<file path="src/hdl/step_option_consts.svh">
// Constants for the step option decoder and trigger routing
`ifndef STEP_OPTION_CONSTS_SVH
`define STEP_OPTION_CONSTS_SVH
`define CMD_WAIT_RISE 4'h4
`define CMD_WAIT_FALL 4'h5
`define CMD_IRQ 4'h7
`define CMD_TRIG_HI 3'h4
`define IRQ_LAST_OPT 4'h7
`define IRQ_COUNT 8
`define TRIG_IN_COUNT 16
`define TRIG_OUT_COUNT 32
`define OUT_ADC_TRG30 5'h0C
`define OUT_REMAP_OUT46 5'h18
`define OUT_REMAP_OUT47 5'h19
`define OUT_REMAP_IN6 5'h1A
`define OUT_REMAP_IN7 5'h1B
`define IN_RESERVED_MASK 16'h4070
`endif

</file>
<file path="src/hdl/step_option_pkg.sv">
// Types for the step option decoder
package step_option_pkg;
  typedef enum logic [1:0] {
    ST_IDLE = 2'b00,
    ST_WAIT = 2'b01
  } wait_state_t;
  typedef logic [7:0] step_byte_t;
endpackage

</file>
<file path="src/hdl/trig_edge_if.sv">
// Edge events passed from the synchroniser to the decoder
`timescale 1ns/1ps
`default_nettype none
`include "step_option_consts.svh"
interface trig_edge_if;
  logic [`TRIG_IN_COUNT-1:0] rise;
  logic [`TRIG_IN_COUNT-1:0] fall;
  modport producer (output rise, output fall);
  modport consumer (input rise, input fall);
endinterface
`default_nettype wire

</file>
<file path="src/hdl/trigger_input_sync.sv">
// Two-flop synchroniser and edge detector for the trigger inputs
`timescale 1ns/1ps
`default_nettype none
`include "step_option_consts.svh"
module trigger_input_sync (
  // Clock, reset and enable
  input wire logic clk,
  input wire logic sys_rst,
  input wire logic clk_en,
  // Raw trigger inputs
  input wire logic [`TRIG_IN_COUNT-1:0] raw_in,
  // Edge events
  trig_edge_if.producer edges
);
  logic [`TRIG_IN_COUNT-1:0] meta, sync, prev;
  logic [`TRIG_IN_COUNT-1:0] next_meta, next_sync, next_prev;

  always_comb begin
    next_meta = clk_en ? raw_in : meta;
    next_sync = clk_en ? meta : sync;
    next_prev = clk_en ? sync : prev;
  end

  always_ff @(posedge clk) begin
    if (sys_rst) begin
      meta <= 16'h0000;
      sync <= 16'h0000;
      prev <= 16'h0000;
    end else begin
      meta <= next_meta;
      sync <= next_sync;
      prev <= next_prev;
    end
  end

  assign edges.rise = sync & ~prev;
  assign edges.fall = ~sync & prev;
endmodule
`default_nettype wire

</file>
<file path="src/hdl/step_option_decode.sv">
// Step option decoder and trigger routing
// Notes on behaviour
// - Wait-for-rising and wait-for-falling steps use the option as an input index 0..15.
// - Interrupt steps with options 0..7 raise sequencer interrupt 0..7.
// - Reserved commands and interrupt options 8..15 complete as a step with no other effect; a wait on reserved input 4-6 or 14 never ends.
// - Trigger steps use the low command bit and option as an output index 0..31.
// - Inputs 0-3 come from PWM channels 1-4 and 9-11 from comparators 1-3.
// - Input 7 single capture 4, 8 multi capture 5, 12 logic cell, 13 ADC, 15 ext int 2.
`timescale 1ns/1ps
`default_nettype none
`include "step_option_consts.svh"
module step_option_decode
  import step_option_pkg::*;
(
  // Clock, reset and freeze
  input wire logic clk,
  input wire logic sys_rst,
  input wire logic clk_en,
  // Step command from the sequencer core
  input wire step_option_pkg::step_byte_t step_cmd,
  input wire logic step_valid,
  output logic step_done,
  // Peripheral trigger sources
  input wire logic [3:0] pwm_trigger,
  input wire logic single_capture_compare_4,
  input wire logic multi_capture_compare_5,
  input wire logic [2:0] comparator_trigger,
  input wire logic logic_cell_1,
  input wire logic adc_common_irq,
  input wire logic external_interrupt_2,
  // Sequencer interrupts, one-cycle pulses
  output logic [`IRQ_COUNT-1:0] seq_irq,
  // Routed trigger outputs, one-cycle pulses
  output logic adc_trigger_source_30,
  output logic remap_pin_46,
  output logic remap_pin_47,
  output logic remap_in_6,
  output logic remap_in_7,
  // Waiting indication
  output logic waiting
);
  import step_option_pkg::*;

  ////////////////////////////////////////////////////////////////////////////
  // Trigger input map
  logic [`TRIG_IN_COUNT-1:0] trigger_input_n;
  always_comb begin
    trigger_input_n = 16'h0000;
    trigger_input_n[3:0] = pwm_trigger;
    trigger_input_n[7] = single_capture_compare_4;
    trigger_input_n[8] = multi_capture_compare_5;
    trigger_input_n[11:9] = comparator_trigger;
    trigger_input_n[12] = logic_cell_1;
    trigger_input_n[13] = adc_common_irq;
    trigger_input_n[15] = external_interrupt_2;
    trigger_input_n = trigger_input_n & ~`IN_RESERVED_MASK;
  end

  trig_edge_if edge_bus ();
  trigger_input_sync u_sync (
    .clk(clk),
    .sys_rst(sys_rst),
    .clk_en(clk_en),
    .raw_in(trigger_input_n),
    .edges(edge_bus.producer)
  );

  ////////////////////////////////////////////////////////////////////////////
  // Step decode helpers
  function automatic logic [`TRIG_OUT_COUNT-1:0] one_hot32(
    input logic [4:0] idx);
    one_hot32 = 32'h0000_0001 << idx;
  endfunction

  function automatic logic is_wait_cmd(input logic [3:0] c);
    is_wait_cmd = (c == `CMD_WAIT_RISE) || (c == `CMD_WAIT_FALL);
  endfunction

  function automatic logic is_irq_cmd(input logic [3:0] c);
    is_irq_cmd = (c == `CMD_IRQ);
  endfunction

  function automatic logic is_trig_cmd(input logic [3:0] c);
    is_trig_cmd = (c[3:1] == `CMD_TRIG_HI);
  endfunction

  // Options above the last interrupt decode to nothing
  function automatic logic [`IRQ_COUNT-1:0] irq_one_hot(
    input logic [3:0] o);
    if (o <= `IRQ_LAST_OPT)
      irq_one_hot = 8'h01 << o[2:0];
    else
      irq_one_hot = 8'h00;
  endfunction

  function automatic logic pick_edge(
    input logic [`TRIG_IN_COUNT-1:0] rise_vec,
    input logic [`TRIG_IN_COUNT-1:0] fall_vec,
    input logic [3:0] sel,
    input logic want_rise);
    pick_edge = want_rise ? rise_vec[sel] : fall_vec[sel];
  endfunction

  ////////////////////////////////////////////////////////////////////////////
  // Wait state machine
  wait_state_t state, next_state;
  logic wait_rise, next_wait_rise;
  logic [3:0] wait_sel, next_wait_sel;
  logic next_waiting;
  logic edge_hit;
  logic take;
  logic [3:0] cmd;
  logic [3:0] opt;

  assign cmd = step_cmd[7:4];
  assign opt = step_cmd[3:0];
  // Steps offered while a wait is pending are ignored
  assign take = step_valid && (state == ST_IDLE);

  // Only edges seen after entry count, so a stale edge cannot end a wait
  always_comb begin
    next_state = state;
    next_wait_rise = wait_rise;
    next_wait_sel = wait_sel;
    edge_hit = pick_edge(edge_bus.rise, edge_bus.fall, wait_sel,
                         wait_rise);
    unique case (state)
      ST_IDLE: begin
        if (take && is_wait_cmd(cmd)) begin
          next_wait_sel = opt;
          next_wait_rise = (cmd == `CMD_WAIT_RISE);
          next_state = ST_WAIT;
        end
      end
      ST_WAIT: begin
        if (edge_hit)
          next_state = ST_IDLE;
      end
      default: next_state = ST_IDLE;
    endcase
    next_waiting = (next_state == ST_WAIT);
  end

  always_ff @(posedge clk) begin
    if (sys_rst) begin
      state <= ST_IDLE;
      wait_rise <= 1'b0;
      wait_sel <= 4'h0;
      waiting <= 1'b0;
    end else if (clk_en) begin
      state <= next_state;
      wait_rise <= next_wait_rise;
      wait_sel <= next_wait_sel;
      waiting <= next_waiting;
    end
  end

  ////////////////////////////////////////////////////////////////////////////
  // Completion and output pulses
  logic next_step_done;
  logic [`IRQ_COUNT-1:0] next_seq_irq;
  logic [`TRIG_OUT_COUNT-1:0] trig_out, next_trig_out;

  // Every step retires with one done pulse, reserved commands included, except a wait on a reserved input
  always_comb begin
    next_step_done = 1'b0;
    next_seq_irq = 8'h00;
    next_trig_out = 32'h0000_0000;
    if (state == ST_WAIT) begin
      next_step_done = edge_hit;
    end else if (take) begin
      if (is_irq_cmd(cmd)) begin
        next_seq_irq = irq_one_hot(opt);
        next_step_done = 1'b1;
      end else if (is_trig_cmd(cmd)) begin
        next_trig_out = one_hot32({cmd[0], opt});
        next_step_done = 1'b1;
      end else if (!is_wait_cmd(cmd)) begin
        next_step_done = 1'b1;
      end
    end
  end

  // Pulses hold while frozen and clear on the next enabled edge
  always_ff @(posedge clk) begin
    if (sys_rst) begin
      step_done <= 1'b0;
      seq_irq <= 8'h00;
      trig_out <= 32'h0000_0000;
    end else if (clk_en) begin
      step_done <= next_step_done;
      seq_irq <= next_seq_irq;
      trig_out <= next_trig_out;
    end
  end

  ////////////////////////////////////////////////////////////////////////////
  // Output routing, remaining outputs unconnected
  always_comb begin
    adc_trigger_source_30 = trig_out[`OUT_ADC_TRG30];
    remap_pin_46 = trig_out[`OUT_REMAP_OUT46];
    remap_pin_47 = trig_out[`OUT_REMAP_OUT47];
    remap_in_6 = trig_out[`OUT_REMAP_IN6];
    remap_in_7 = trig_out[`OUT_REMAP_IN7];
  end
endmodule
`default_nettype wire

</file>
<file path="config.mk">
export PLATFORM = sky130hd
export DESIGN_NAME = step_option_decode
export DESIGN_NICKNAME = d
export VERILOG_FILES = /design/src/hdl/step_option_pkg.sv /design/src/hdl/trig_edge_if.sv /design/src/hdl/trigger_input_sync.sv /design/src/hdl/step_option_decode.sv
export VERILOG_INCLUDE_DIRS = /design/src /design/src/hdl
export SDC_FILE = /design/constraint.sdc
export NUM_CORES = 1
export LEC_CHECK = 0
export ABC_AREA = 1
export BUFFER_PORTS_ARGS = -buffer_cell sky130_fd_sc_hd__clkbuf_2
export CORE_MARGIN = 2
export CORE_UTILIZATION = 25
export DETAILED_ROUTE_END_ITERATION = 16
export PLACE_DENSITY = 0.4
export SYNTH_ARGS = -nofsm -noshare
export SYNTH_HDL_FRONTEND = slang
export SYNTH_SLANG_ARGS = --single-unit
</file>
<file path="constraint.sdc">
create_clock -name clk -period 3.3 [get_ports clk]
set_clock_uncertainty 0.05 [all_clocks]
set_input_delay 0.165 -clock clk [delete_from_list [all_inputs] [get_ports clk]]
set_output_delay 0.165 -clock clk [all_outputs]
set_load 0.005 [all_outputs]
</file>
==> results of run 1 <==
-- metrics by stage --
step,cells,utilization (%)
final,519,32.8
after global routing,519,32.8
after CTS,519,32.8
after detailed placement,492,29.1
after global placement,492,29.1
after floorplan,337,-
-- power groups by stage --
stage	clock, mW	combinational (mW)	sequential, mW
floorplan	0	0.0856	0.761
detailed placement	0	0.125	0.767
global placement	0	0.127	0.767
CTS	0.747	0.137	0.751
global route	0.774	0.159	0.755
finish	0.728	0.135	0.751
-- worst min-delay path by stage --
stage	from	end	slack, ns	depth (start not counted)
final	pwm_trigger[0]	u_sync.meta[0]	0.008	3
after floorplan	sys_rst	wait_sel[3]	0.18	1
after global placement	single_capture_compare_4	u_sync.meta[7]	0.34	3
after global routing	pwm_trigger[0]	u_sync.meta[0]	0.03	3
after CTS	pwm_trigger[0]	u_sync.meta[0]	0.002	3
after detailed placement	comparator_trigger[1]	u_sync.meta[10]	0.35	3
-- routing by layer --
layer	vias to the layer above	GRT usage, %	share of wire [%]
met5	-	0	0
met4	0	5.74	1.8
met3	9	3.83	3.4
met2	40	20.7	44
met1	1051	17.9	51
li1	1205	-	-
-- synth_stat cells, drive strengths merged --
library cell,number,area (um2)
inv,28,108
nor4,1,6.26
nand3,29,150
clkinv,1,3.75
dfxtp,58,1160
a21oi,28,144
nor3b,1,7.51
nor2,59,229
buf,6,36.3
nand3b,2,15.0
o21ai,56,280
nor3,3,20.0
nand2,56,220
clkbuf,9,33.8
-- registers in the layout, summed over array words and instances (netlist names) --
register     flops
step_done        1
u_sync.prev     12
trig_out         5
u_sync.sync     12
u_sync.meta     12
wait_sel         4
state            2
seq_irq          8
waiting          1
wait_rise        1
-- cell type report --
| type | count | area share (%) |
|---|---|---|
| sequential | 58 | 37.9 |
| multi-input combinational | 235 | 35.0 |
| timing repair buffer | 53 | 10.9 |
| clock buffer | 14 | 6.29 |
| tap | 129 | 5.27 |
| inverter | 29 | 3.64 |
| clock inverter | 1 | 0.981 |
-- cells by family (layout without fill, tap and decap cells) --
logic type             Yosys count  after routing
buffers and inverters           44             97
DFF                             58             58
AOI/OAI and AO/OA               84             84
and+or+nand+nor                151            151
-- critical path, cell delays in order (launching register included) --
cell and delay (ns):
dfxtp_1 0.59, inv_1 0.24, nand2_1 0.12, nor2_1 0.05, nor2_1 0.10, nand2_1 0.07, nand2_1 0.06, nand2_1 0.06
nand3_2 0.08, nand3_1 0.07, nand2_1 0.06, nand2_1 0.06, nand2_1 0.06
-- timing repair --
action / CTS / global route
hold buffers: 12 / 0
gates resized for setup: 0 / 0
hold endpoints to repair: 12 / 0
==> flow_summary.json, run 1 <==
{
  "status": "completed",
  "vias_per_cell": 4.44,
  "p_switching_uw": 380,
  "grt_pass1_wl_um": 10900,
  "r2r-start": "wait_sel[0]",
  "die_area_um2": 10500,
  "yosys.area_share.xor_xnor_pct": 0,
  "irDropWorstVdd_v": 0.000161,
  "crit_end": "waiting",
  "rr_endpoint": "waiting",
  "muxShareOfSynthArea_pct": 0,
  "start_util_pct": 25.9,
  "netlist_area_um2": 2410,
  "insertion_delay_ns": 0.33,
  "crit_path_start_kind": "flip-flop",
  "routed_wl_um": 6260,
  "areaGrowthSynthToFinish_pct": 26.8,
  "rsz0062_at_grt": "false",
  "root_buffer": "clkbuf_8",
  "swShare_pct": 23.6,
  "cts_buffers": 9,
  "final_common_cell": "dfxtp_1",
  "synth_seq_cells": 58,
  "ant_nets": 0,
  "maxSlewHeadroom_pct": 38.1,
  "syn_nets": 361,
  "setup_ws_ns": 1.58,
  "die_w_um": 102,
  "fin_tns_setup_ns": 0,
  "p_leak_nw": 1.30,
  "dpl_cell_area_um2": 2720,
  "htreeDepth": 3,
  "required_ns": 3.53,
  "n_antenna_cell": 0,
  "path_max_fanout": 11,
  "p_clk_share_pct": 45.1,
  "arrival_ns": 1.95,
  "place_congestion": 0.754,
  "finalMaxSlewViolations": 0,
  "syn_avg_cell_area_um2": 7.17,
  "seq_area_um2": 1160,
  "dr.pass1.iters": 5,
  "layout_common_cells": "dfxtp_1, nor2_1, o21ai_0",
  "fp-row-count": 35,
  "reg2reg_depth": 12,
  "p_seq_share_pct": 46.5,
  "synth_compound_area_share_pct": 17.6,
  "p_per_area_nw_per_um2": 527,
  "coreArea_um2": 9330,
  "design_area_um2": 3060,
  "synthCells": 337,
  "cts_tree": "built",
  "hold_viol": 0,
  "boundaryPins": 39,
  "hpwl_um": 4250,
  "synth.distinct_cells": 24,
  "comb_power_share_pct": 8.4,
  "maxCapViolCount": 0,
  "ff2ff_setup_slack_ns": 1.58,
  "io_buffers": 38,
  "synth_fa_ha_area_share_pct": 0,
  "fin_crit_ns": 1.72,
  "cts_buffer_depth": 2,
  "synth.yosys.seq_area_share_pct": 48.1,
  "place_ws_ns": 1.56,
  "clock_sinks": 58,
  "synth_simple_gate_area_share_pct": 26.8,
  "cp-end-kind": "flip-flop",
  "finalCritPeriodShare_pct": 52.1,
  "dr_total_vias": 2305,
  "fmax_ghz": 0.581,
  "die_h_um": 102,
  "setup_violations": 0,
  "drive_above_1_share_pct": 16.9,
  "grt_overflow": 0,
  "path_class": "flip-flop to flip-flop",
  "hold_path.class": "input pin to flip-flop",
  "drc": 0,
  "num-nets-final": 410,
  "gr-usage-all-layers_pct": 13.5,
  "grt_max_degree": 35,
  "crit_start": "wait_sel[0]",
  "synth_top_family_by_area": "simple AND/OR/NAND/NOR gates",
  "grt_pass1_vias": 2301,
  "tightestPinTransition_ns": 0.924,
  "post_cts_buffers": 0,
  "power_mw": 1.61,
  "multi_input_area_um2": 1070,
  "holdWs_ns": 0.00823,
  "antenna_found_initial": 0,
  "p_int_mw": 1.23,
  "ys_warn_count": 0,
  "clk_pin_slew_ns": 0.07,
  "routedWlPerCell_um": 12.1,
  "first_iter_violations": 72,
  "nFillCells": 1014
}
Power figures use the tool's default switching activity.
==> inputs of run 2 (changes only) <==
Settings changed: ABC_AREA 1 to 0.
Clock period 3.3 ns to 1.7 ns, I/O delays scaled along.
==> flow_summary.json, run 2 <==
{
  "status": "completed",
  "holdWs_ns": 0.0169,
  "place_inst": 439,
  "clock_sinks": 58,
  "areaGrowthSynthToFinish_pct": 32.4,
  "start_util_pct": 25.4,
  "grt_pass1_vias": 1925,
  "die_area_um2": 10600,
  "ant_nets": 0,
  "dr.pass1.iters": 4,
  "coreArea_um2": 9640,
  "final_common_cell": "dfxtp_1",
  "syn_avg_cell_area_um2": 9.13,
  "grt_max_degree": 30,
  "rr_endpoint": "step_done",
  "clk_pin_slew_ns": 0.07,
  "synthCells": 268,
  "finalCritPeriodShare_pct": 96.2,
  "synth.distinct_cells": 38,
  "first_iter_violations": 43,
  "synth_seq_cells": 58,
  "p_per_area_nw_per_um2": 908,
  "cts_buffer_depth": 2,
  "gr-usage-all-layers_pct": 11.7,
  "synthTopCellsByArea": "dfxtp_1, mux2i_1, nor2_1",
  "power_mw": 2.94,
  "cts_buffers": 9,
  "crit_start": "wait_sel[0]",
  "hold_path_depth": 3,
  "maxSlewHeadroom_pct": 74.0,
  "place_congestion": 0.754,
  "die_w_um": 103,
  "layoutNonFillerInstCount": 471,
  "syn_nets": 292,
  "hold_viol": 0,
  "place_ws_ns": -0.0790,
  "drive_above_1_share_pct": 24.0,
  "setup_ws_ns": 0.0649,
  "path_class": "flip-flop to flip-flop",
  "hpwl_um": 4070,
  "die_h_um": 103,
  "htreeDepth": 3,
  "synth_edf_count": 0,
  "finalMaxSlewViolations": 0,
  "num-nets-final": 357,
  "synth_most_common_cell": "dfxtp_1",
  "ys_warn_count": 0,
  "synthArstFlopShare_pct": 0,
  "layout_common_cells": "dfxtp_1, nor2_1, mux2i_1",
  "root_buffer": "clkbuf_8",
  "drc": 0,
  "cp-end-kind": "flip-flop",
  "routedWlPerCell_um": 12.3,
  "rsz0062_at_grt": "false",
  "synth_top_area_share_pct": 47.4,
  "tightestPinTransition_ns": 0.390,
  "reg2reg_depth": 7,
  "biggestRegsByFlops": "u_sync.meta x12, u_sync.prev x12, u_sync.sync x12",
  "grt_pass1_wl_um": 9430,
  "hold_path.class": "input pin to flip-flop",
  "fmax_ghz": 0.612,
  "boundaryPins": 39,
  "cp_cell_sequence": "buf_6 -> nor3b_1 -> a311o_1 -> o22ai_2 -> nand2_1 -> a32o_2 -> o21a_1",
  "p_leak_nw": 1.40,
  "n_antenna_cell": 0,
  "insertion_delay_ns": 0.33,
  "synth.yosys.seq_area_share_pct": 47.4,
  "synth_common_cells": "dfxtp_1, nor2_1, mux2i_1",
  "crit_slowest_cell": "dfxtp_4",
  "r2r-start": "wait_sel[0]",
  "fin_tns_setup_ns": 0,
  "io_buffers": 38,
  "grt_overflow": 0,
  "netlist_area_um2": 2450,
  "fp-row-count": 36,
  "ff2ff_setup_slack_ns": 0.06,
  "arrival_ns": 1.82,
  "setup_violations": 0,
  "ys.flop_type": "dfxtp_1",
  "routed_wl_um": 5780,
  "crit_path_start_kind": "flip-flop",
  "dr_total_vias": 2038,
  "max_stage_delay_ns": 0.39,
  "required_ns": 1.88,
  "vias_per_cell": 4.33,
  "irDropWorstVdd_v": 0.000313,
  "cts_tree": "built",
  "fin_crit_ns": 1.64,
  "crit_end": "step_done",
  "maxCapViolCount": 0,
  "path_max_fanout": 7,
  "antenna_found_initial": 0,
  "synth_area_leader_cell": "dfxtp_1"
}
## run 2: cell count changes in the layout (fill, tap and decap cells not counted), moves of 5 or more
cell     change
o21ai_0     -42
mux2i_1     +39
nand2_1     -33
nand3_1     -25
a21oi_1     -24
inv_1       -17
buf_4       +14
nor2_1       -6
nor2b_1      +5
## run 2: cell type report
cell class,instances,area [um2]
multi-input cells,184,1190
fillers,1068,6400
inverters,9,33.8
clock buffers,14,163
repair buffers,71,480
clock inverters,2,35.0
well taps,133,166
flip-flops and latches,58,1170
## run 2: logic make-up (layout without fill, tap and decap cells)
kind of cell / after synthesis / in the layout / synth area share, %
buffers and inverters: 26 / 96 / 5.06
DFF: 58 / 58 / 47.4
AOI/OAI and AO/OA: 42 / 42 / 12.2
and+or+nand+nor: 103 / 103 / 19.4
muxes: 39 / 39 / 16.0
## run 2: report_power, final
| part | internal [mW] | switching (mW) | total [mW] |
|---|---|---|---|
| registers | 1.39 | 0.0267 | 1.42 |
| logic | 0.121 | 0.117 | 0.238 |
| clock network | 0.757 | 0.526 | 1.28 |
## run 2: layer usage
| metal | vias to the layer above | share of wire (%) | GRT usage, % |
|---|---|---|---|
| li1 | 1062 | - | - |
| met1 | 933 | 48 | 14.7 |
| met2 | 33 | 46 | 17.9 |
| met3 | 10 | 3.8 | 3.39 |
| met4 | 0 | 2.0 | 6.88 |
| met5 | - | 0 | 0 |
## run 2: timing repair
action / CTS / global route
setup buffers: 1 / 0
cloned: 0 / 1
hold buffers: 14 / 0
pin swaps: 2 / 6
endpoints found under the hold margin: 15 / 0
gates resized for setup: 3 / 12
setup endpoints to repair: 3 / 3
## run 2: stage by stage
stage	cell area, um2	utilization [%]
after floorplan	2450	-
after global placement	2840	29.5
after detailed placement	2840	29.5
after CTS	3190	33.1
after global routing	3240	33.6
final	3240	33.6
## run 2: worst max-delay path: cells and delay by family (launching register included)
family | cells | cell delay, ns
simple gates | 2 | 0.12
buf+inv | 1 | 0.12
compound gates | 4 | 0.85
flops | 1 | 0.39
## run 2: worst min path at each step
stage / slack [ns] / from / to
2_1_floorplan: 0.16 / step_cmd[1] / trig_out[26]
3_3_place_gp: 0.27 / comparator_trigger[1] / u_sync.meta[10]
3_5_place_dp: 0.28 / comparator_trigger[1] / u_sync.meta[10]
4_1_cts: 0.002 / step_cmd[2] / wait_sel[2]
5_1_grt: 0.02 / step_cmd[2] / wait_sel[2]
6_report: 0.02 / step_cmd[2] / wait_sel[2]
